[src/logic/hips_consts.svh]
// constants of the hot-insertion power sequencer: timing, pin vector layout,
// register offsets and control bit positions.
// assumes a 50 MHz system clock.
`ifndef HIPS_CONSTS_SVH
`define HIPS_CONSTS_SVH

// ==========================================================================
// timing
`define HIPS_CLK_PERIOD_NS 20
`define HIPS_OC_TIME_NS    35000
`define HIPS_DG_TIME_NS    10000
// least times, rounded up to whole cycles
`define HIPS_OC_CYCLES ((`HIPS_OC_TIME_NS + `HIPS_CLK_PERIOD_NS - 1) / `HIPS_CLK_PERIOD_NS)
`define HIPS_DG_CYCLES ((`HIPS_DG_TIME_NS + `HIPS_CLK_PERIOD_NS - 1) / `HIPS_CLK_PERIOD_NS)
`define HIPS_CNT_W     11
`define HIPS_CNT_ZERO  11'h000
`define HIPS_CNT_ONE   11'h001

// ==========================================================================
// synchronised pin vector layout
`define HIPS_PIN_BSEL   0
`define HIPS_PIN_RSTIN  1
`define HIPS_PIN_PRA    2
`define HIPS_PIN_PRB    3
`define HIPS_PIN_UV_LO  4
`define HIPS_PIN_OK_LO  8
`define HIPS_PIN_OC_LO  12
`define HIPS_PIN_TDONE  16
`define HIPS_PIN_FAULT  17
`define HIPS_PIN_PG     18
`define HIPS_PIN_RSTOUT 19
`define HIPS_PIN_W      20
`define HIPS_NSUP       4

// ==========================================================================
// register bus
`define HIPS_ADDR_W     4
`define HIPS_DATA_W     8
`define HIPS_ADDR_CTRL  4'h0
`define HIPS_ADDR_STAT  4'h1
`define HIPS_RDATA_ZERO 8'h00
`define HIPS_CTRL_OFF   0
`define HIPS_CTRL_RST   1
`define HIPS_CTRL_LED   2
`define HIPS_CTRL_IGN12 3
`define HIPS_CTRL_W     4
`define HIPS_CTRL_RESET 4'h0
// overcurrent masks: bits 2 and 3 are the 12 V and -12 V supplies
`define HIPS_OC_MASK_ALL 4'hf
`define HIPS_OC_MASK_LOW 4'h3
`define HIPS_DISCH_ALL   4'hf
`define HIPS_DISCH_NONE  4'h0

`endif

[src/logic/hips_pkg.sv]
// types of the hot-insertion power sequencer.
// assumes hips_consts.svh is on the include path.
`include "hips_consts.svh"

package hips_pkg;

   // ==========================================================================
   // sequencer states
   typedef enum logic [2:0]
   {
      HIPS_ST_OFF  = 3'b001,
      HIPS_ST_ON   = 3'b010,
      HIPS_ST_TRIP = 3'b100
   } hips_state_t;

   // ==========================================================================
   // whole state of the block
   typedef struct packed
   {
      logic [`HIPS_PIN_W-1:0]  s1;
      logic [`HIPS_PIN_W-1:0]  s2;
      hips_state_t             st;
      logic [`HIPS_CNT_W-1:0]  oc_cnt;
      logic [`HIPS_CNT_W-1:0]  dg_cnt;
      logic                    pg;
      logic [1:0]              code;
      logic [`HIPS_CTRL_W-1:0] ctrl;
      logic [`HIPS_DATA_W-1:0] rdata;
      logic                    od_zero;
      logic                    fault_oe;
      logic                    pg_oe;
      logic                    rst_oe;
      logic                    led_oe;
      logic                    be;
      logic                    gate_chg;
      logic                    gate_gnd;
      logic                    sw_on;
      logic                    tmr_hold;
      logic [`HIPS_NSUP-1:0]   disch;
   } hips_regs_t;

endpackage

[src/logic/hips_top.sv]
// digital control of the hot-insertion supply controller.
// assumes comparator flags and pins are asynchronous; register port on clk_i.
`timescale 1ns/1ps
`include "hips_consts.svh"

module hips_top
(
   input  wire logic                    clk_i,           // 50 MHz clock
   input  wire logic                    rst_i,           // power-on reset, high
   input  wire logic                    board_select_line_i, // off/on pin, high = off
   input  wire logic                    backplane_reset_in_n_i, // backplane reset
   input  wire logic                    card_present_a_n_i, // present detect a
   input  wire logic                    card_present_b_n_i, // present detect b
   input  wire logic [`HIPS_NSUP-1:0]   undervolt_i,     // input uv flags
   input  wire logic [`HIPS_NSUP-1:0]   supply_in_tol_i, // output within pg limit
   input  wire logic [`HIPS_NSUP-1:0]   overcurrent_i,   // current-limit flags
   input  wire logic                    timer_done_i,    // timer above threshold
   input  wire logic                    fault_n_i,       // fault pin level
   output logic                         fault_n_o,       // fault pin drive value
   output logic                         fault_n_oe_o,    // fault pin pull low
   input  wire logic                    supplies_good_n_i, // power-good pin level
   output logic                         supplies_good_n_o, // power-good drive value
   output logic                         supplies_good_n_oe_o, // power-good pull low
   input  wire logic                    board_reset_out_n_i, // reset pin level
   output logic                         board_reset_out_n_o, // reset drive value
   output logic                         board_reset_out_n_oe_o, // reset pull low
   output logic                         status_led_n_o,  // led drive value
   output logic                         status_led_n_oe_o, // led pull low
   output logic                         bus_isolate_enable_o, // bus isolation
   output logic                         gate_charge_o,   // gate source on
   output logic                         gate_ground_o,   // gate hard pull to ground
   output logic                         switch_12v_on_o, // internal 12 V switch
   output logic                         switch_vee_on_o, // internal -12 V switch
   output logic                         timer_hold_o,    // timer held discharged
   output logic [`HIPS_NSUP-1:0]        out_discharge_o, // output discharge paths
   input  wire logic [`HIPS_ADDR_W-1:0] addr_i,          // register address
   input  wire logic [`HIPS_DATA_W-1:0] wdata_i,         // write data
   input  wire logic                    wr_i,            // write strobe
   input  wire logic                    rd_i,            // read strobe
   output logic [`HIPS_DATA_W-1:0]      rdata_o          // read data, next cycle
);

   // ==========================================================================
   // state and helpers
   hips_pkg::hips_regs_t    r;
   hips_pkg::hips_regs_t    next_r;
   logic [`HIPS_PIN_W-1:0]  pins;
   logic [`HIPS_NSUP-1:0]   oc_mask;
   logic [`HIPS_NSUP-1:0]   oc_hit;
   logic                    off_req;
   logic                    uv_any;
   logic                    all_ok;
   logic                    oc_live;
   logic                    trip;
   logic [1:0]              hit_idx;
   logic                    rst_low;

   assign pins = {board_reset_out_n_i, supplies_good_n_i, fault_n_i, timer_done_i,
                  overcurrent_i, supply_in_tol_i, undervolt_i, card_present_b_n_i,
                  card_present_a_n_i, backplane_reset_in_n_i, board_select_line_i};

   // ==========================================================================
   // next state
   always_comb
   begin
      next_r      = r;
      next_r.s1   = pins;
      next_r.s2   = r.s1;
      oc_mask     = r.ctrl[`HIPS_CTRL_IGN12] ? `HIPS_OC_MASK_LOW : `HIPS_OC_MASK_ALL;
      oc_hit      = r.s2[`HIPS_PIN_OC_LO +: `HIPS_NSUP] & oc_mask;
      off_req     = r.s2[`HIPS_PIN_BSEL] | r.ctrl[`HIPS_CTRL_OFF];
      uv_any      = |r.s2[`HIPS_PIN_UV_LO +: `HIPS_NSUP];
      all_ok      = &r.s2[`HIPS_PIN_OK_LO +: `HIPS_NSUP];
      // faults only count once the inhibit timer is done
      oc_live     = (r.st == hips_pkg::HIPS_ST_ON) && r.s2[`HIPS_PIN_TDONE]
                    && (|oc_hit);
      trip        = oc_live
                    && (r.oc_cnt == `HIPS_CNT_W'(`HIPS_OC_CYCLES - 1));
      // persistence counter restarts as soon as the fault clears
      next_r.oc_cnt = oc_live ? r.oc_cnt + `HIPS_CNT_ONE : `HIPS_CNT_ZERO;
      // lowest numbered failing supply wins
      hit_idx     = 2'h0;
      for (int i = `HIPS_NSUP - 1; i >= 0; i--)
      begin
         if (oc_hit[i])
         begin
            hit_idx = 2'(i);
         end
      end

      // sequencer
      case (r.st)
         hips_pkg::HIPS_ST_OFF:
         begin
            if (!off_req && !uv_any)
            begin
               next_r.st = hips_pkg::HIPS_ST_ON;
            end
         end
         hips_pkg::HIPS_ST_ON:
         begin
            if (trip)
            begin
               next_r.st   = hips_pkg::HIPS_ST_TRIP;
               next_r.code = hit_idx;
            end
            else if (off_req || uv_any)
            begin
               next_r.st = hips_pkg::HIPS_ST_OFF;
            end
         end
         hips_pkg::HIPS_ST_TRIP:
         begin
            // high half of the off/on cycle; the low half restarts from off
            if (off_req)
            begin
               next_r.st = hips_pkg::HIPS_ST_OFF;
            end
         end
         default:
         begin
            next_r.st = hips_pkg::HIPS_ST_OFF;
         end
      endcase

      // power-good deglitch
      if (all_ok)
      begin
         next_r.pg     = 1'b1;
         next_r.dg_cnt = `HIPS_CNT_ZERO;
      end
      else if (r.pg)
      begin
         if (r.dg_cnt == `HIPS_CNT_W'(`HIPS_DG_CYCLES - 1))
         begin
            next_r.pg     = 1'b0;
            next_r.dg_cnt = `HIPS_CNT_ZERO;
         end
         else
         begin
            next_r.dg_cnt = r.dg_cnt + `HIPS_CNT_ONE;
         end
      end
      else
      begin
         next_r.dg_cnt = `HIPS_CNT_ZERO;
      end

      // register port
      if (wr_i && (addr_i == `HIPS_ADDR_CTRL))
      begin
         next_r.ctrl = wdata_i[`HIPS_CTRL_W-1:0];
      end
      next_r.rdata = `HIPS_RDATA_ZERO;
      if (rd_i)
      begin
         case (addr_i)
            `HIPS_ADDR_CTRL:
            begin
               next_r.rdata = {{(`HIPS_DATA_W - `HIPS_CTRL_W){1'b0}}, r.ctrl};
            end
            `HIPS_ADDR_STAT:
            begin
               next_r.rdata = {r.code, r.s2[`HIPS_PIN_PRB], r.s2[`HIPS_PIN_PRA],
                               r.s2[`HIPS_PIN_PG], r.s2[`HIPS_PIN_RSTOUT],
                               r.s2[`HIPS_PIN_RSTIN], r.s2[`HIPS_PIN_FAULT]};
            end
            default:
            begin
               next_r.rdata = `HIPS_RDATA_ZERO;
            end
         endcase
      end

      // outputs from the next state
      rst_low          = !next_r.pg || !r.s2[`HIPS_PIN_RSTIN]
                         || next_r.ctrl[`HIPS_CTRL_RST];
      next_r.od_zero   = 1'b0;
      next_r.fault_oe  = (next_r.st == hips_pkg::HIPS_ST_TRIP);
      next_r.gate_gnd  = (next_r.st == hips_pkg::HIPS_ST_TRIP);
      next_r.pg_oe     = next_r.pg;
      next_r.be        = !next_r.pg;
      next_r.rst_oe    = rst_low;
      next_r.led_oe    = rst_low || next_r.ctrl[`HIPS_CTRL_LED];
      next_r.sw_on     = (next_r.st == hips_pkg::HIPS_ST_ON);
      next_r.gate_chg  = (next_r.st == hips_pkg::HIPS_ST_ON);
      next_r.tmr_hold  = (next_r.st != hips_pkg::HIPS_ST_ON);
      next_r.disch     = (next_r.st == hips_pkg::HIPS_ST_ON) ? `HIPS_DISCH_NONE
                                                             : `HIPS_DISCH_ALL;
   end

   // ==========================================================================
   // state register
   always_ff @(posedge clk_i)
   begin
      if (rst_i)
      begin
         r          <= '0;
         // synchroniser starts deselected, so no power-on pulse after reset
         r.s1[`HIPS_PIN_BSEL] <= 1'b1;
         r.s2[`HIPS_PIN_BSEL] <= 1'b1;
         r.st       <= hips_pkg::HIPS_ST_OFF;
         r.ctrl     <= `HIPS_CTRL_RESET;
         r.rst_oe   <= 1'b1;
         r.led_oe   <= 1'b1;
         r.be       <= 1'b1;
         r.tmr_hold <= 1'b1;
         r.disch    <= `HIPS_DISCH_ALL;
      end
      else
      begin
         r <= next_r;
      end
   end

   assign fault_n_o              = r.od_zero;
   assign fault_n_oe_o           = r.fault_oe;
   assign supplies_good_n_o      = r.od_zero;
   assign supplies_good_n_oe_o   = r.pg_oe;
   assign board_reset_out_n_o    = r.od_zero;
   assign board_reset_out_n_oe_o = r.rst_oe;
   assign status_led_n_o         = r.od_zero;
   assign status_led_n_oe_o      = r.led_oe;
   assign bus_isolate_enable_o   = r.be;
   assign gate_charge_o          = r.gate_chg;
   assign gate_ground_o          = r.gate_gnd;
   assign switch_12v_on_o        = r.sw_on;
   assign switch_vee_on_o        = r.sw_on;
   assign timer_hold_o           = r.tmr_hold;
   assign out_discharge_o        = r.disch;
   assign rdata_o                = r.rdata;
endmodule

[config.mk]
export PLATFORM = sky130hd
export DESIGN_NAME = hips_top
export DESIGN_NICKNAME = d
export VERILOG_FILES = /design/src/logic/hips_pkg.sv /design/src/logic/hips_top.sv
export VERILOG_INCLUDE_DIRS = /design/src /design/src/logic
export SDC_FILE = /design/constraint.sdc
export NUM_CORES = 1
export LEC_CHECK = 0
export ABC_AREA = 1
export BUFFER_PORTS_ARGS = -buffer_cell sky130_fd_sc_hd__clkbuf_2
export CAP_MARGIN = 20
export CORE_MARGIN = 4
export CORE_UTILIZATION = 55
export CTS_CLUSTER_SIZE = 8
export DETAILED_ROUTE_END_ITERATION = 8
export PLACE_DENSITY = 0.79
export SLEW_MARGIN = 25
export SYNTH_ARGS = -nofsm -noshare
export SYNTH_HDL_FRONTEND = slang
export SYNTH_SLANG_ARGS = --single-unit
[constraint.sdc]
create_clock -name clk_i -period 2.11 [get_ports clk_i]
set_clock_uncertainty 0.1 [all_clocks]
set_input_delay 0.633 -clock clk_i [delete_from_list [all_inputs] [get_ports clk_i]]
set_output_delay 0.633 -clock clk_i [all_outputs]
set_load 0.02 [all_outputs]
; ---- Yosys cells after proc, flatten, opt, wreduce, memory -nomap -nowiden
; Cells that the tools add are included.
[classes]
add_sub_neg = 2
n_eq_ne = 9
muxes = 16
n_bitwise = 5
n_reduce_logical = 21
[ops]
columns = op, n
row1 = $add A11 B1 Y11 const B, 2
row2 = $pmux W8 S2, 1
row3 = $mux W3, 5
row4 = $reduce_or A4 Y1, 3
row5 = $eq A11 B11 Y1 const B, 1
row6 = $eq A11 B9 Y1 const B, 1
row7 = $pmux W3 S3, 1
row8 = $mux W2, 4
row9 = $mux W4, 2
row10 = $eq A3 B2 Y1 const B, 2
row11 = $eq A3 B3 Y1 const B, 2
row12 = $logic_and A1 B1 Y1, 5
row13 = $and A4 B4 Y4, 1
row14 = $eq A4 B1 Y1 const B, 1
row15 = $logic_not A1 Y1, 4
row16 = $logic_not A4 Y1, 1
row17 = $logic_or A1 B1 Y1, 4
row18 = $reduce_and A4 Y1, 1
row19 = $reduce_or A2 Y1, 2
row20 = $eq A3 B1 Y1 const B, 1
row21 = $mux W1, 3
row22 = $ne A3 B2 Y1 const B, 1
row23 = $not A1 Y1, 3
row24 = $reduce_and A2 Y1, 1
row25 = $or A1 B1 Y1, 1
[word_totals]
reg_bits = 91
input_bits = 36
elab_cells = 71

; ---- Depth between registers and ports, before layout
; Gate-level depths: netlist of the first run.
[depth]
depth_word = 9
depth_mapped = 10
mapped_depth_nobuf = 10

; ---- Worst setup path after synthesis of the first run
; No wires, ideal clock.
[synth_path]
path_kind = input to register
from = input addr_i[1]
to = register r, in the netlist status_led_n_oe_o
setup_time_ps = 129
t_arrival_ps = 1327
required_ps = 1881
path_slack_ps = 554
cell_stages = 6
path_buffers = 0
path_cell_list = nor2_1 -> nand3_1 -> nand2_1 -> nand2_1 -> nor2_1 -> nand4_1
[synth_via]
elab_chain_len = 5
[synth_lines]
columns = element, line_no
row1 = "start, declared", hips_top.sv:36  ; input wire logic [`HIPS_ADDR_W-1:0] addr_i,
row2 = $logic_not A4 Y1 (*), n/a
row3 = $logic_and A1 B1 Y1 (*), hips_top.sv:150  ; if (wr_i && (addr_i == `HIPS_ADDR_CTRL))
row4 = $mux W3 (*), hips_top.sv:150
row5 = $logic_or A1 B1 Y1, hips_top.sv:176  ; rst_low = !next_r.pg || !r.s2[`HIPS_PIN_RSTIN]
row6 = $logic_or A1 B1 Y1 (*), hips_top.sv:184  ; next_r.led_oe = rst_low || next_r.ctrl[`HIPS_CTRL_LED];
row7 = "end signal, assigned", hips_top.sv:212  ; r <= next_r;
row8 = "end, declared", hips_top.sv:45  ; hips_pkg::hips_regs_t r;
; Mark *: on every way between the ends. The rest lies on a longest branch, timed or not.
; A chain may end at the register's enable or synchronous reset.

; ---- Final worst setup path of the first run
[layout_path]
from = register r, in the netlist supplies_good_n_oe_o
to = output supplies_good_n_oe_o
[layout_lines]
columns = element, line_no
row1 = "end, declared", hips_top.sv:23  ; output logic supplies_good_n_oe_o,
; No word-level cell between the ends.

==> results of run 1 <==
registers in the layout, indices dropped and copies added, names as in the netlist:
| register | flops |
|---|---|
| switch_12v_on_o | 1 |
| next_r | 20 |
| board_reset_out_n_oe_o | 1 |
| bus_isolate_enable_o | 1 |
| supplies_good_n_oe_o | 1 |
| gate_ground_o | 1 |
| status_led_n_oe_o | 1 |
| r | 51 |
| out_discharge_o | 1 |
| rdata_o | 8 |
power groups by stage:
stage	sequential, mW	combinational (mW)	clock (mW)
6_report	1.70	0.208	1.25
4_1_cts	1.70	0.209	1.27
3_3_place_gp	1.74	0.200	0
2_1_floorplan	1.74	0.154	0
5_1_grt	1.71	0.239	1.35
3_5_place_dp	1.74	0.208	0
final cells by class:
| cell class | instances | share of cell area, % |
|---|---|---|
| inverters | 78 | 7.94 |
| clock inverters | 7 | 2.61 |
| repair buffers | 54 | 7.39 |
| multi-input cells | 226 | 29.6 |
| clock buffers | 9 | 3.36 |
| well taps | 72 | 2.44 |
| flip-flops and latches | 86 | 46.7 |
cell families after synthesis:
group | Yosys count
xor gates and xnor gates | 7
adders and majority gates | 3
and+or+nand+nor | 188
AOI/OAI and AO/OA | 24
other | 1
DFF | 86
buffers and inverters | 104
worst paths after layout:
kind	from	end	slack (ns)	cells past startpoint
setup / recovery	supplies_good_n_oe_o	supplies_good_n_oe_o	0.46	1
hold / removal	next_r[55]	r[55]	0.30	2
setup reg to reg	r[29]	r[38]	0.54	6
hold reg to reg	next_r[55]	r[55]	0.30	2
per-stage QoR:
step	cell area (sq um)	cells	setup slack (ns)	utilization (%)	hold WS (ns)
global route	3690	532	0.347	65.4	0.321
floorplan	3280	416	0.554	-	0.288
detailed placement	3470	516	0.237	61.5	0.293
global placement	3470	516	0.276	61.5	0.292
CTS	3690	532	0.441	65.4	0.305
finish	3690	532	0.456	65.4	0.304
placed cells by master, fill, tap and decap left out, types with 3 or more instances in the layout:
cell type,synthesis,routed
clkbuf_8,0,9
nand2_1,50,50
conb_1,1,4
nand4_1,7,7
nor3b_1,5,5
dfxtp_1,86,86
o22ai_1,3,3
o21ai_0,7,7
nor2_2,3,3
a21oi_1,13,13
inv_1,76,76
nor2_1,86,86
clkbuf_2,0,53
nand3_1,22,22
ha_1,3,3
xnor2_1,3,3
xor2_1,4,4
routing by layer:
metal | vias to the layer above | GRT usage (%)
li1 | 1301 | -
met1 | 988 | 18.2
met2 | 55 | 27.5
met3 | 8 | 5.92
met4 | 0 | 5.90
met5 | - | 0
==> impl_metrics.py, run 1 <==
metrics = {
    "run_status": {
        "status": "finished clean",
    },
    "timing": {
        "drv_slew": 0,
        "timing.fmax_mhz": 605,
        "setup_viol": 0,
        "hold_viol": 0,
        "fin_setup_tns_ns": 0,
        "period_share_pct": 78.4,
        "rsz0062_at_grt": "false",
        "finalCriticalPeriod_ns": 1.65,
    },
    "routing": {
        "drt-initial-drc-count": 111,
        "drt_pre_antenna_iters": 4,
        "ant_nets": 0,
        "wl_met1_um": 2390,
        "drc": 0,
        "num_vias": 2352,
        "top_layer": "met4",
        "post_drt_wl_per_cell_um": 9.74,
        "dr_wl_met2_um": 2370,
        "wl_met3_um": 337,
        "via_per_inst": 4.42,
        "wl_um": 5180,
    },
    "yosys": {
        "synth_edf_count": 0,
        "synthXorXnorAreaFrac_pct": 1.87,
        "syn_area_sq_mm": 0.00327,
        "synth_top_family_by_area": "simple AND/OR/NAND/NOR gates",
        "synth-adder-area-share_pct": 1.15,
        "netlist-cell-type-count": 31,
        "async_flop_share_pct": 0,
        "synthTopCellsByCount": "dfxtp_1 (86), nor2_1 (86), inv_1 (76), nand2_1 (50), nand3_1 (22)",
        "netlist_instances": 413,
        "synth_ff_type": "dfxtp_1",
        "ys_warn_count": 0,
        "synth_top_area_cell": "dfxtp_1",
        "synth_compound_gate_area_share_pct": 3.86,
        "synth_top_area_share_pct": 52.6,
        "synthTopCellsByArea": "dfxtp_1 (53%), nor2_1 (9.9%), inv_1 (8.7%)",
        "syn_area_per_cell_sq_um": 7.93,
        "synth_simple_gate_area_share_pct": 26.0,
        "synthMuxAreaShare_pct": 0,
        "yosysSeqAreaShare_pct": 52.6,
        "ys_ff_latch": 86,
    },
    "setup_path": {
        "cp_max_fo": 3,
        "worstSetupPathType": "register to output pin",
        "cp.required_ns": 1.38,
        "critPathTopFamily": "flip-flops",
        "cp_num_buf_inv": 1,
        "worst_setup_path_start_kind": "register",
        "end_kind": "output pin",
        "path_cells": "clkbuf_2",
        "max_stage_delay_ns": 0.39,
        "crit_arrival_ns": 0.92,
        "slowest_stage": "dfxtp_1",
    },
    "power": {
        "vdd_drop_max_v": 0.000538,
        "pwr-share-comb_pct": 6.6,
        "p_leak_nw": 1.67,
        "swShare_pct": 23.1,
        "clkPwrFrac_pct": 39.5,
        "p_seq_share_pct": 53.9,
        "internal-power_mw": 2.42,
        "p_switching_mw": 0.730,
        "power_density_mw_per_mm2": 855,
        "power_mw": 3.15,
    },
    "grt": {
        "grt_overflow": 0,
        "grt_pass1_wl_um": 9400,
        "antenna_found_initial": 0,
        "grt.total_usage_pct": 16.0,
        "grt_pass1_vias": 2318,
        "grt_max_degree": 44,
    },
    "die": {
        "fp-row-count": 27,
        "die_area_sq_mm": 0.00725,
        "die_y_um": 85.1,
        "start_util_pct": 58.0,
        "ios": 62,
        "die_x_um": 85.1,
        "coreArea_sq_mm": 0.00564,
    },
    "flow_run": {
        "cap_violations": 0,
    },
    "finish": {
        "syn_to_final_growth_pct": 12.7,
        "register_area_sq_mm": 0.00172,
        "fillers": 485,
        "diodes": 0,
        "multi_input_area_sq_mm": 0.00109,
        "nets": 494,
        "drive_above_1_share_pct": 18.5,
    },
    "clocking": {
        "cts_buffer_depth": 2,
        "clk_latency_ns": 0.35,
        "cts_tree": "built",
        "clkTransAtPathRegs_ns": 0.08,
        "hold_buffers": 0,
        "htree_levels": 3,
        "cts-root-buf": "clkbuf_8",
        "cts_resized": 0,
        "cts_buffers": 9,
        "cts_setup_buffers": 0,
        "clkSinkCount": 86,
    },
    "placement": {
        "hpwl_um": 3850,
        "gp_congestion": 0.844,
        "io_buffers": 53,
    },
    "min_path": {
        "hold_class": "register to register",
    },
}
Power figures use the tool's default switching activity.
==> run 2: changes to the inputs <==
- CORE_UTILIZATION: 55 -> 49
- PLACE_DENSITY: 0.79 -> 0.75
- clock period: 2.11 -> 1.35 ns (I/O delays scaled with it)
==> run 2 against run 1 <==
The flow now finishes with violations (negative setup slack). Sequential cell count unchanged. Core utilization down 0.64 points. Sequential power grew 56%. Worst setup slack got worse by 0.49 ns. Die area rose by 11%. Non-clock buffer count up 21. Sequential share of layout area fell by 4.7 points. Cell count is 4.7% higher. Count of clock-buffer cells in the layout increased by 2. Combinational power increased by 110%. Register-to-register slack lost 0.56 ns. Power increased by 57%.
==> impl_metrics.py, run 2 (synthesis results as in run 1) <==
metrics = {
    "run_status": {
        "status": "finished, violations left",
        "violations": "negative setup slack",
    },
    "routing": {
        "top_layer": "met4",
        "drc": 0,
        "wl_met1_um": 2470,
        "wl_met3_um": 287,
        "dr_wl_met2_um": 2890,
        "num_vias": 2525,
        "drt_pre_antenna_iters": 4,
        "via_per_inst": 4.53,
        "ant_nets": 0,
        "drt-initial-drc-count": 115,
        "wl_um": 5740,
        "post_drt_wl_per_cell_um": 10.3,
    },
    "die": {
        "die_area_sq_mm": 0.00805,
        "die_y_um": 89.7,
        "ios": 62,
        "fp-row-count": 29,
        "coreArea_sq_mm": 0.00642,
        "die_x_um": 89.7,
        "start_util_pct": 51.0,
    },
    "finish": {
        "top_register": "r",
        "largest_reg_flops": 51,
        "final_common_cell": "dfxtp_1",
        "stdcell_area_sq_mm": 0.00416,
        "nets": 515,
        "mostFrequentLayoutCells": "dfxtp_1 (74), nor2_1 (73), inv_1 (70), nand2_1 (43), clkbuf_2 (32)",
        "drive_above_1_share_pct": 31.3,
        "syn_to_final_growth_pct": 27.0,
        "diodes": 0,
        "fillers": 529,
    },
    "clocking": {
        "clk_latency_ns": 0.34,
        "clkSinkCount": 86,
        "htree_levels": 3,
        "cts_tree": "built",
        "cts-root-buf": "clkbuf_8",
        "cts_buffer_depth": 2,
        "cts_buffers": 9,
        "clkTransAtPathRegs_ns": 0.08,
        "hold_buffers": 0,
    },
    "power": {
        "p_leak_nw": 1.82,
        "power_density_mw_per_mm2": 1190,
        "vdd_drop_max_v": 0.000646,
    },
    "setup_path": {
        "r2r-start": "r[41]",
        "crit_end": "out_discharge_o[0]",
        "path_cells": "buf_8",
        "cp.depth": 1,
        "critical_path.startpoint": "out_discharge_o[2]",
        "worst_setup_path_start_kind": "register",
        "critPathTopFamily": "flip-flops",
        "cp.required_ns": 0.85,
        "max_stage_delay_ns": 0.41,
        "end_kind": "output pin",
        "cp_num_buf_inv": 1,
        "worstSetupPathType": "register to output pin",
        "r2r_cells": 10,
        "reg2reg_to": "gate_ground_o",
        "crit_arrival_ns": 0.87,
        "slowest_stage": "dfxtp_4",
        "r2r_slack_ns": -0.02,
        "cp_max_fo": 5,
    },
    "placement": {
        "io_buffers": 53,
        "hpwl_um": 4110,
        "gp_congestion": 0.884,
        "place_area_sq_mm": 0.00362,
    },
    "grt": {
        "grt_max_degree": 22,
        "grt_overflow": 0,
        "antenna_found_initial": 0,
        "grt_pass1_wl_um": 9580,
        "grt.total_usage_pct": 14.3,
        "grt_pass1_vias": 2395,
    },
    "timing": {
        "rsz0062_at_grt": "true",
        "setup_ws_ns": -0.0300,
        "drv_slew": 0,
        "finalCriticalPeriod_ns": 1.38,
        "hold-worst-slack_ns": 0.141,
        "timing.fmax_mhz": 725,
        "setup_viol": 11,
        "hold_viol": 0,
        "period_share_pct": 102,
        "fin_setup_tns_ns": -0.201,
    },
    "min_path": {
        "hold_class": "primary input to register",
    },
    "flow_run": {
        "cap_violations": 0,
    },
}
## run 2: cell count changes in the layout (fill, tap and decap cells not counted), moves of 8 or more
cell,change
buf_4,+23
buf_8,+9
dfxtp_2,+8
nor2_1,-13
dfxtp_1,-12
clkbuf_2,-21
## run 2: how the worst min path moves through the flow
stage / startpoint / cells after the start / end / slack [ns]
3_5_place_dp: next_r[63] / 2 / r[63] / 0.29
6_report: card_present_b_n_i / 3 / next_r[57] / 0.14
5_1_grt: board_select_line_i / 2 / next_r[54] / 0.12
3_3_place_gp: next_r[64] / 2 / r[64] / 0.29
4_1_cts: supply_in_tol_i[2] / 3 / next_r[64] / 0.13
2_1_floorplan: next_r[55] / 2 / r[55] / 0.29
## run 2: layer usage
metal  vias to the layer above  global-route usage [%]
li1                       1342                       -
met1                      1123                    16.4
met2                        54                    24.4
met3                         6                    3.34
met4                         0                    8.17
met5                         -                       0
## run 2: through the flow
stage	std cells	util, %	power, mW	worst slack [ns]
finish	557	64.7	4.96	-0.0300
global route	557	64.7	5.17	-0.116
CTS	557	62.5	4.95	-0.0431
detailed placement	541	56.4	3.06	-0.148
global placement	541	56.4	3.05	-0.0949
floorplan	416	-	2.96	0.0223
## run 2: cell type report
class	instances	area, sq um	area share (%)
clock buffer	11	131	3.16
clock inverter	4	72.6	1.75
inverter	78	293	7.04
multi-input combinational	226	1250	30.0
sequential	86	1750	42.0
tap	77	96.3	2.32
timing repair buffer	75	571	13.7
## run 2: what timing repair did
item                                    4_1_cts  5_1_grt
resized for setup                            53       60
pin swaps                                    13       16
cloned                                        0        0
buffers inserted                              1        0
endpoints found under the setup margin       24       50
## run 2: power by group
part	internal, mW	switching (mW)	leakage, nW
combinational	0.184	0.243	1.02
sequential	2.62	0.0457	0.708
clock	1.03	0.842	0.0994
total	3.83	1.13	1.82
==> run 3: changes to the inputs <==
- ABC_AREA: 1 -> not set
- CORE_UTILIZATION: 49 -> 48
- PLACE_DENSITY: 0.75 -> 0.74
==> run 3 against run 2 <==
The run still ends with negative setup slack left. Sequential share of layout area shrank 1.0 points. Highest routed layer unchanged. First-iteration DRC count shrank 52%. Area after synthesis shrank 6.4%. Synthesized cell count shrank 26%. Design area grew 2.1%. Count of clock-buffer cells in the layout grew 2. Critical path depth grew 5. Non-clock buffer count grew 36.
==> impl_metrics.py, run 3 <==
metrics = {
    "setup_path": {
        "worst_setup_path_start_kind": "register",
        "cp_num_buf_inv": 1,
        "max_stage_delay_ns": 0.47,
        "slowest_stage": "or4_1",
        "reg2reg_to": "r[26]",
        "end_kind": "register",
        "r2r_cells": 6,
        "crit_arrival_ns": 2.00,
        "cp.required_ns": 1.53,
        "r2r-start": "r[41]",
        "cp.depth": 6,
        "crit_end": "r[26]",
        "cp_max_fo": 2,
        "worstSetupPathType": "register to register",
        "r2r_slack_ns": -0.47,
        "path_cells": "inv_2, ha_4, nand4bb_1, or4_4, or4_1, a21oi_1",
        "critical_path.startpoint": "r[41]",
        "critPathTopFamily": "simple AND/OR/NAND/NOR gates",
    },
    "timing": {
        "period_share_pct": 135,
        "drv_slew": 0,
        "rsz0062_at_grt": "true",
        "hold_viol": 0,
        "setup_ws_ns": -0.471,
        "finalCriticalPeriod_ns": 1.82,
        "setup_viol": 41,
        "timing.fmax_mhz": 549,
    },
    "grt": {
        "grt_pass1_vias": 2311,
        "grt_max_degree": 23,
        "grt_pass1_wl_um": 9970,
        "antenna_found_initial": 0,
        "grt_overflow": 0,
        "grt.total_usage_pct": 16.8,
    },
    "die": {
        "coreArea_sq_mm": 0.00606,
        "fp-row-count": 28,
        "die_area_sq_mm": 0.00772,
        "die_x_um": 87.9,
        "die_y_um": 87.9,
        "start_util_pct": 50.5,
        "ios": 62,
    },
    "finish": {
        "largest_reg_flops": 51,
        "fin_cells": 483,
        "drive_above_1_share_pct": 43.4,
        "final_common_cell": "dfxtp_1",
        "mostFrequentLayoutCells": "dfxtp_1 (74), buf_4 (58), nor2b_1 (39), clkbuf_2 (31), nor2_1 (25)",
        "diodes": 0,
        "utilization_pct": 70.1,
        "stdcell_area_sq_mm": 0.00425,
        "fillers": 455,
        "top_register": "r",
        "nets": 442,
        "syn_to_final_growth_pct": 38.6,
    },
    "routing": {
        "wl_um": 6400,
        "via_per_inst": 4.95,
        "ant_nets": 0,
        "drt-initial-drc-count": 55,
        "drc": 0,
        "drt_pre_antenna_iters": 4,
        "post_drt_wl_per_cell_um": 13.3,
        "num_vias": 2393,
    },
    "placement": {
        "place_area_sq_mm": 0.00377,
        "dp.cells": 459,
        "gp_congestion": 0.787,
        "hpwl_um": 4260,
        "io_buffers": 53,
        "dpl_worst_slack_ns": -0.450,
    },
    "yosys": {
        "netlist-cell-type-count": 44,
        "synthTopCellsByCount": "dfxtp_1 (86), nor2b_1 (39), nor2_1 (36), buf_4 (19), nand3_1 (11)",
        "netlist_instances": 304,
        "syn_area_per_cell_sq_um": 10.1,
        "ys_ff_latch": 86,
        "synth_top_area_share_pct": 56.2,
        "synth_top_area_cell": "dfxtp_1",
        "synth_ff_type": "dfxtp_1",
        "synth.most_common_cell": "dfxtp_1",
        "async_flop_share_pct": 0,
        "synthTopCellsByArea": "dfxtp_1 (56%), nor2b_1 (8.0%), buf_4 (4.7%)",
        "synth_edf_count": 0,
        "ys_warn_count": 0,
        "syn_area_sq_mm": 0.00306,
        "yosysSeqAreaShare_pct": 56.2,
    },
    "clocking": {
        "hold_buffers": 0,
        "clk_latency_ns": 0.35,
        "htree_levels": 3,
        "clkTransAtPathRegs_ns": 0.08,
        "cts-root-buf": "clkbuf_8",
        "cts_buffers": 9,
        "clkSinkCount": 86,
        "cts_buffer_depth": 2,
        "cts_tree": "built",
    },
    "min_path": {
        "holdPathStages": 2,
        "hold_class": "primary input to register",
    },
    "run_status": {
        "status": "finished, violations left",
        "violations": "negative setup slack",
    },
    "power": {
        "vdd_drop_max_v": 0.000809,
        "power_density_mw_per_mm2": 1040,
        "power_mw": 4.42,
        "p_leak_nw": 1.72,
    },
    "flow_run": {
        "cap_violations": 0,
    },
}
[run 3: what timing repair did]
action / 4_1_cts / 5_1_grt
cloned: 1 / 1
setup endpoints to repair: 47 / 56
gates resized for setup: 39 / 43
setup buffers: 4 / 4
pin swaps: 15 / 9
[run 3: kinds of logic after synthesis]
logic type	count (synthesis)	share of synthesized area, %
buf+inv	33	6.41
fa+ha+maj	3	1.23
xor+xnor	18	5.15
mux	2	0.654
simple gates	139	25.4
flops	86	56.2
compound gates	22	4.78
other cells	1	0.122
[run 3: routing by layer]
metal | share of wire [%] | vias to the layer above | GRT usage, %
met5 | 0 | - | 0
met2 | 49 | 75 | 26.8
met1 | 41 | 1093 | 19.7
li1 | - | 1199 | -
met3 | 5.7 | 26 | 4.05
met4 | 3.9 | 0 | 12.0
[run 3: per-stage QoR]
step	hold slack (ns)	setup TNS, ns
floorplan	0.289	-7.23
global placement	0.298	-9.98
detailed placement	0.298	-11.36
CTS	0.121	-7.97
global route	0.119	-10.98
finish	0.140	-8.77
[run 3: final cells by class]
class	instances	area [sq um]	share of cell area (%)
Clock buffer	13	149	3.51
Clock inverter	3	20.0	0.471
Inverter	6	22.5	0.530
Multi-Input combinational cell	189	1390	32.7
Sequential cell	86	1740	41.0
Tap cell	75	93.8	2.21
Timing Repair Buffer	111	830	19.5
[run 3: how the worst min path moves through the flow]
stage / from / endpoint / slack [ns]
6_report: board_select_line_i / next_r[54] / 0.14
3_5_place_dp: next_r[54] / r[54] / 0.30
4_1_cts: board_select_line_i / next_r[54] / 0.12
5_1_grt: board_select_line_i / next_r[54] / 0.12
3_3_place_gp: next_r[54] / r[54] / 0.30
2_1_floorplan: next_r[54] / r[54] / 0.29
[run 3: worst register-to-register path: cells and delay by family (launching register included)]
kind	cells	cell delay, ns
and+or+nand+nor	3	1.02
DFF	1	0.33
adders and majority gates	1	0.13
AOI/OAI and AO/OA	1	0.13
buffers and inverters	1	0.06
[run 3: power by group]
part / total (mW) / internal, mW / switching (mW)
Combinational: 0.244 / 0.131 / 0.113
Clock: 1.56 / 0.718 / 0.842
Sequential: 2.61 / 2.59 / 0.0217
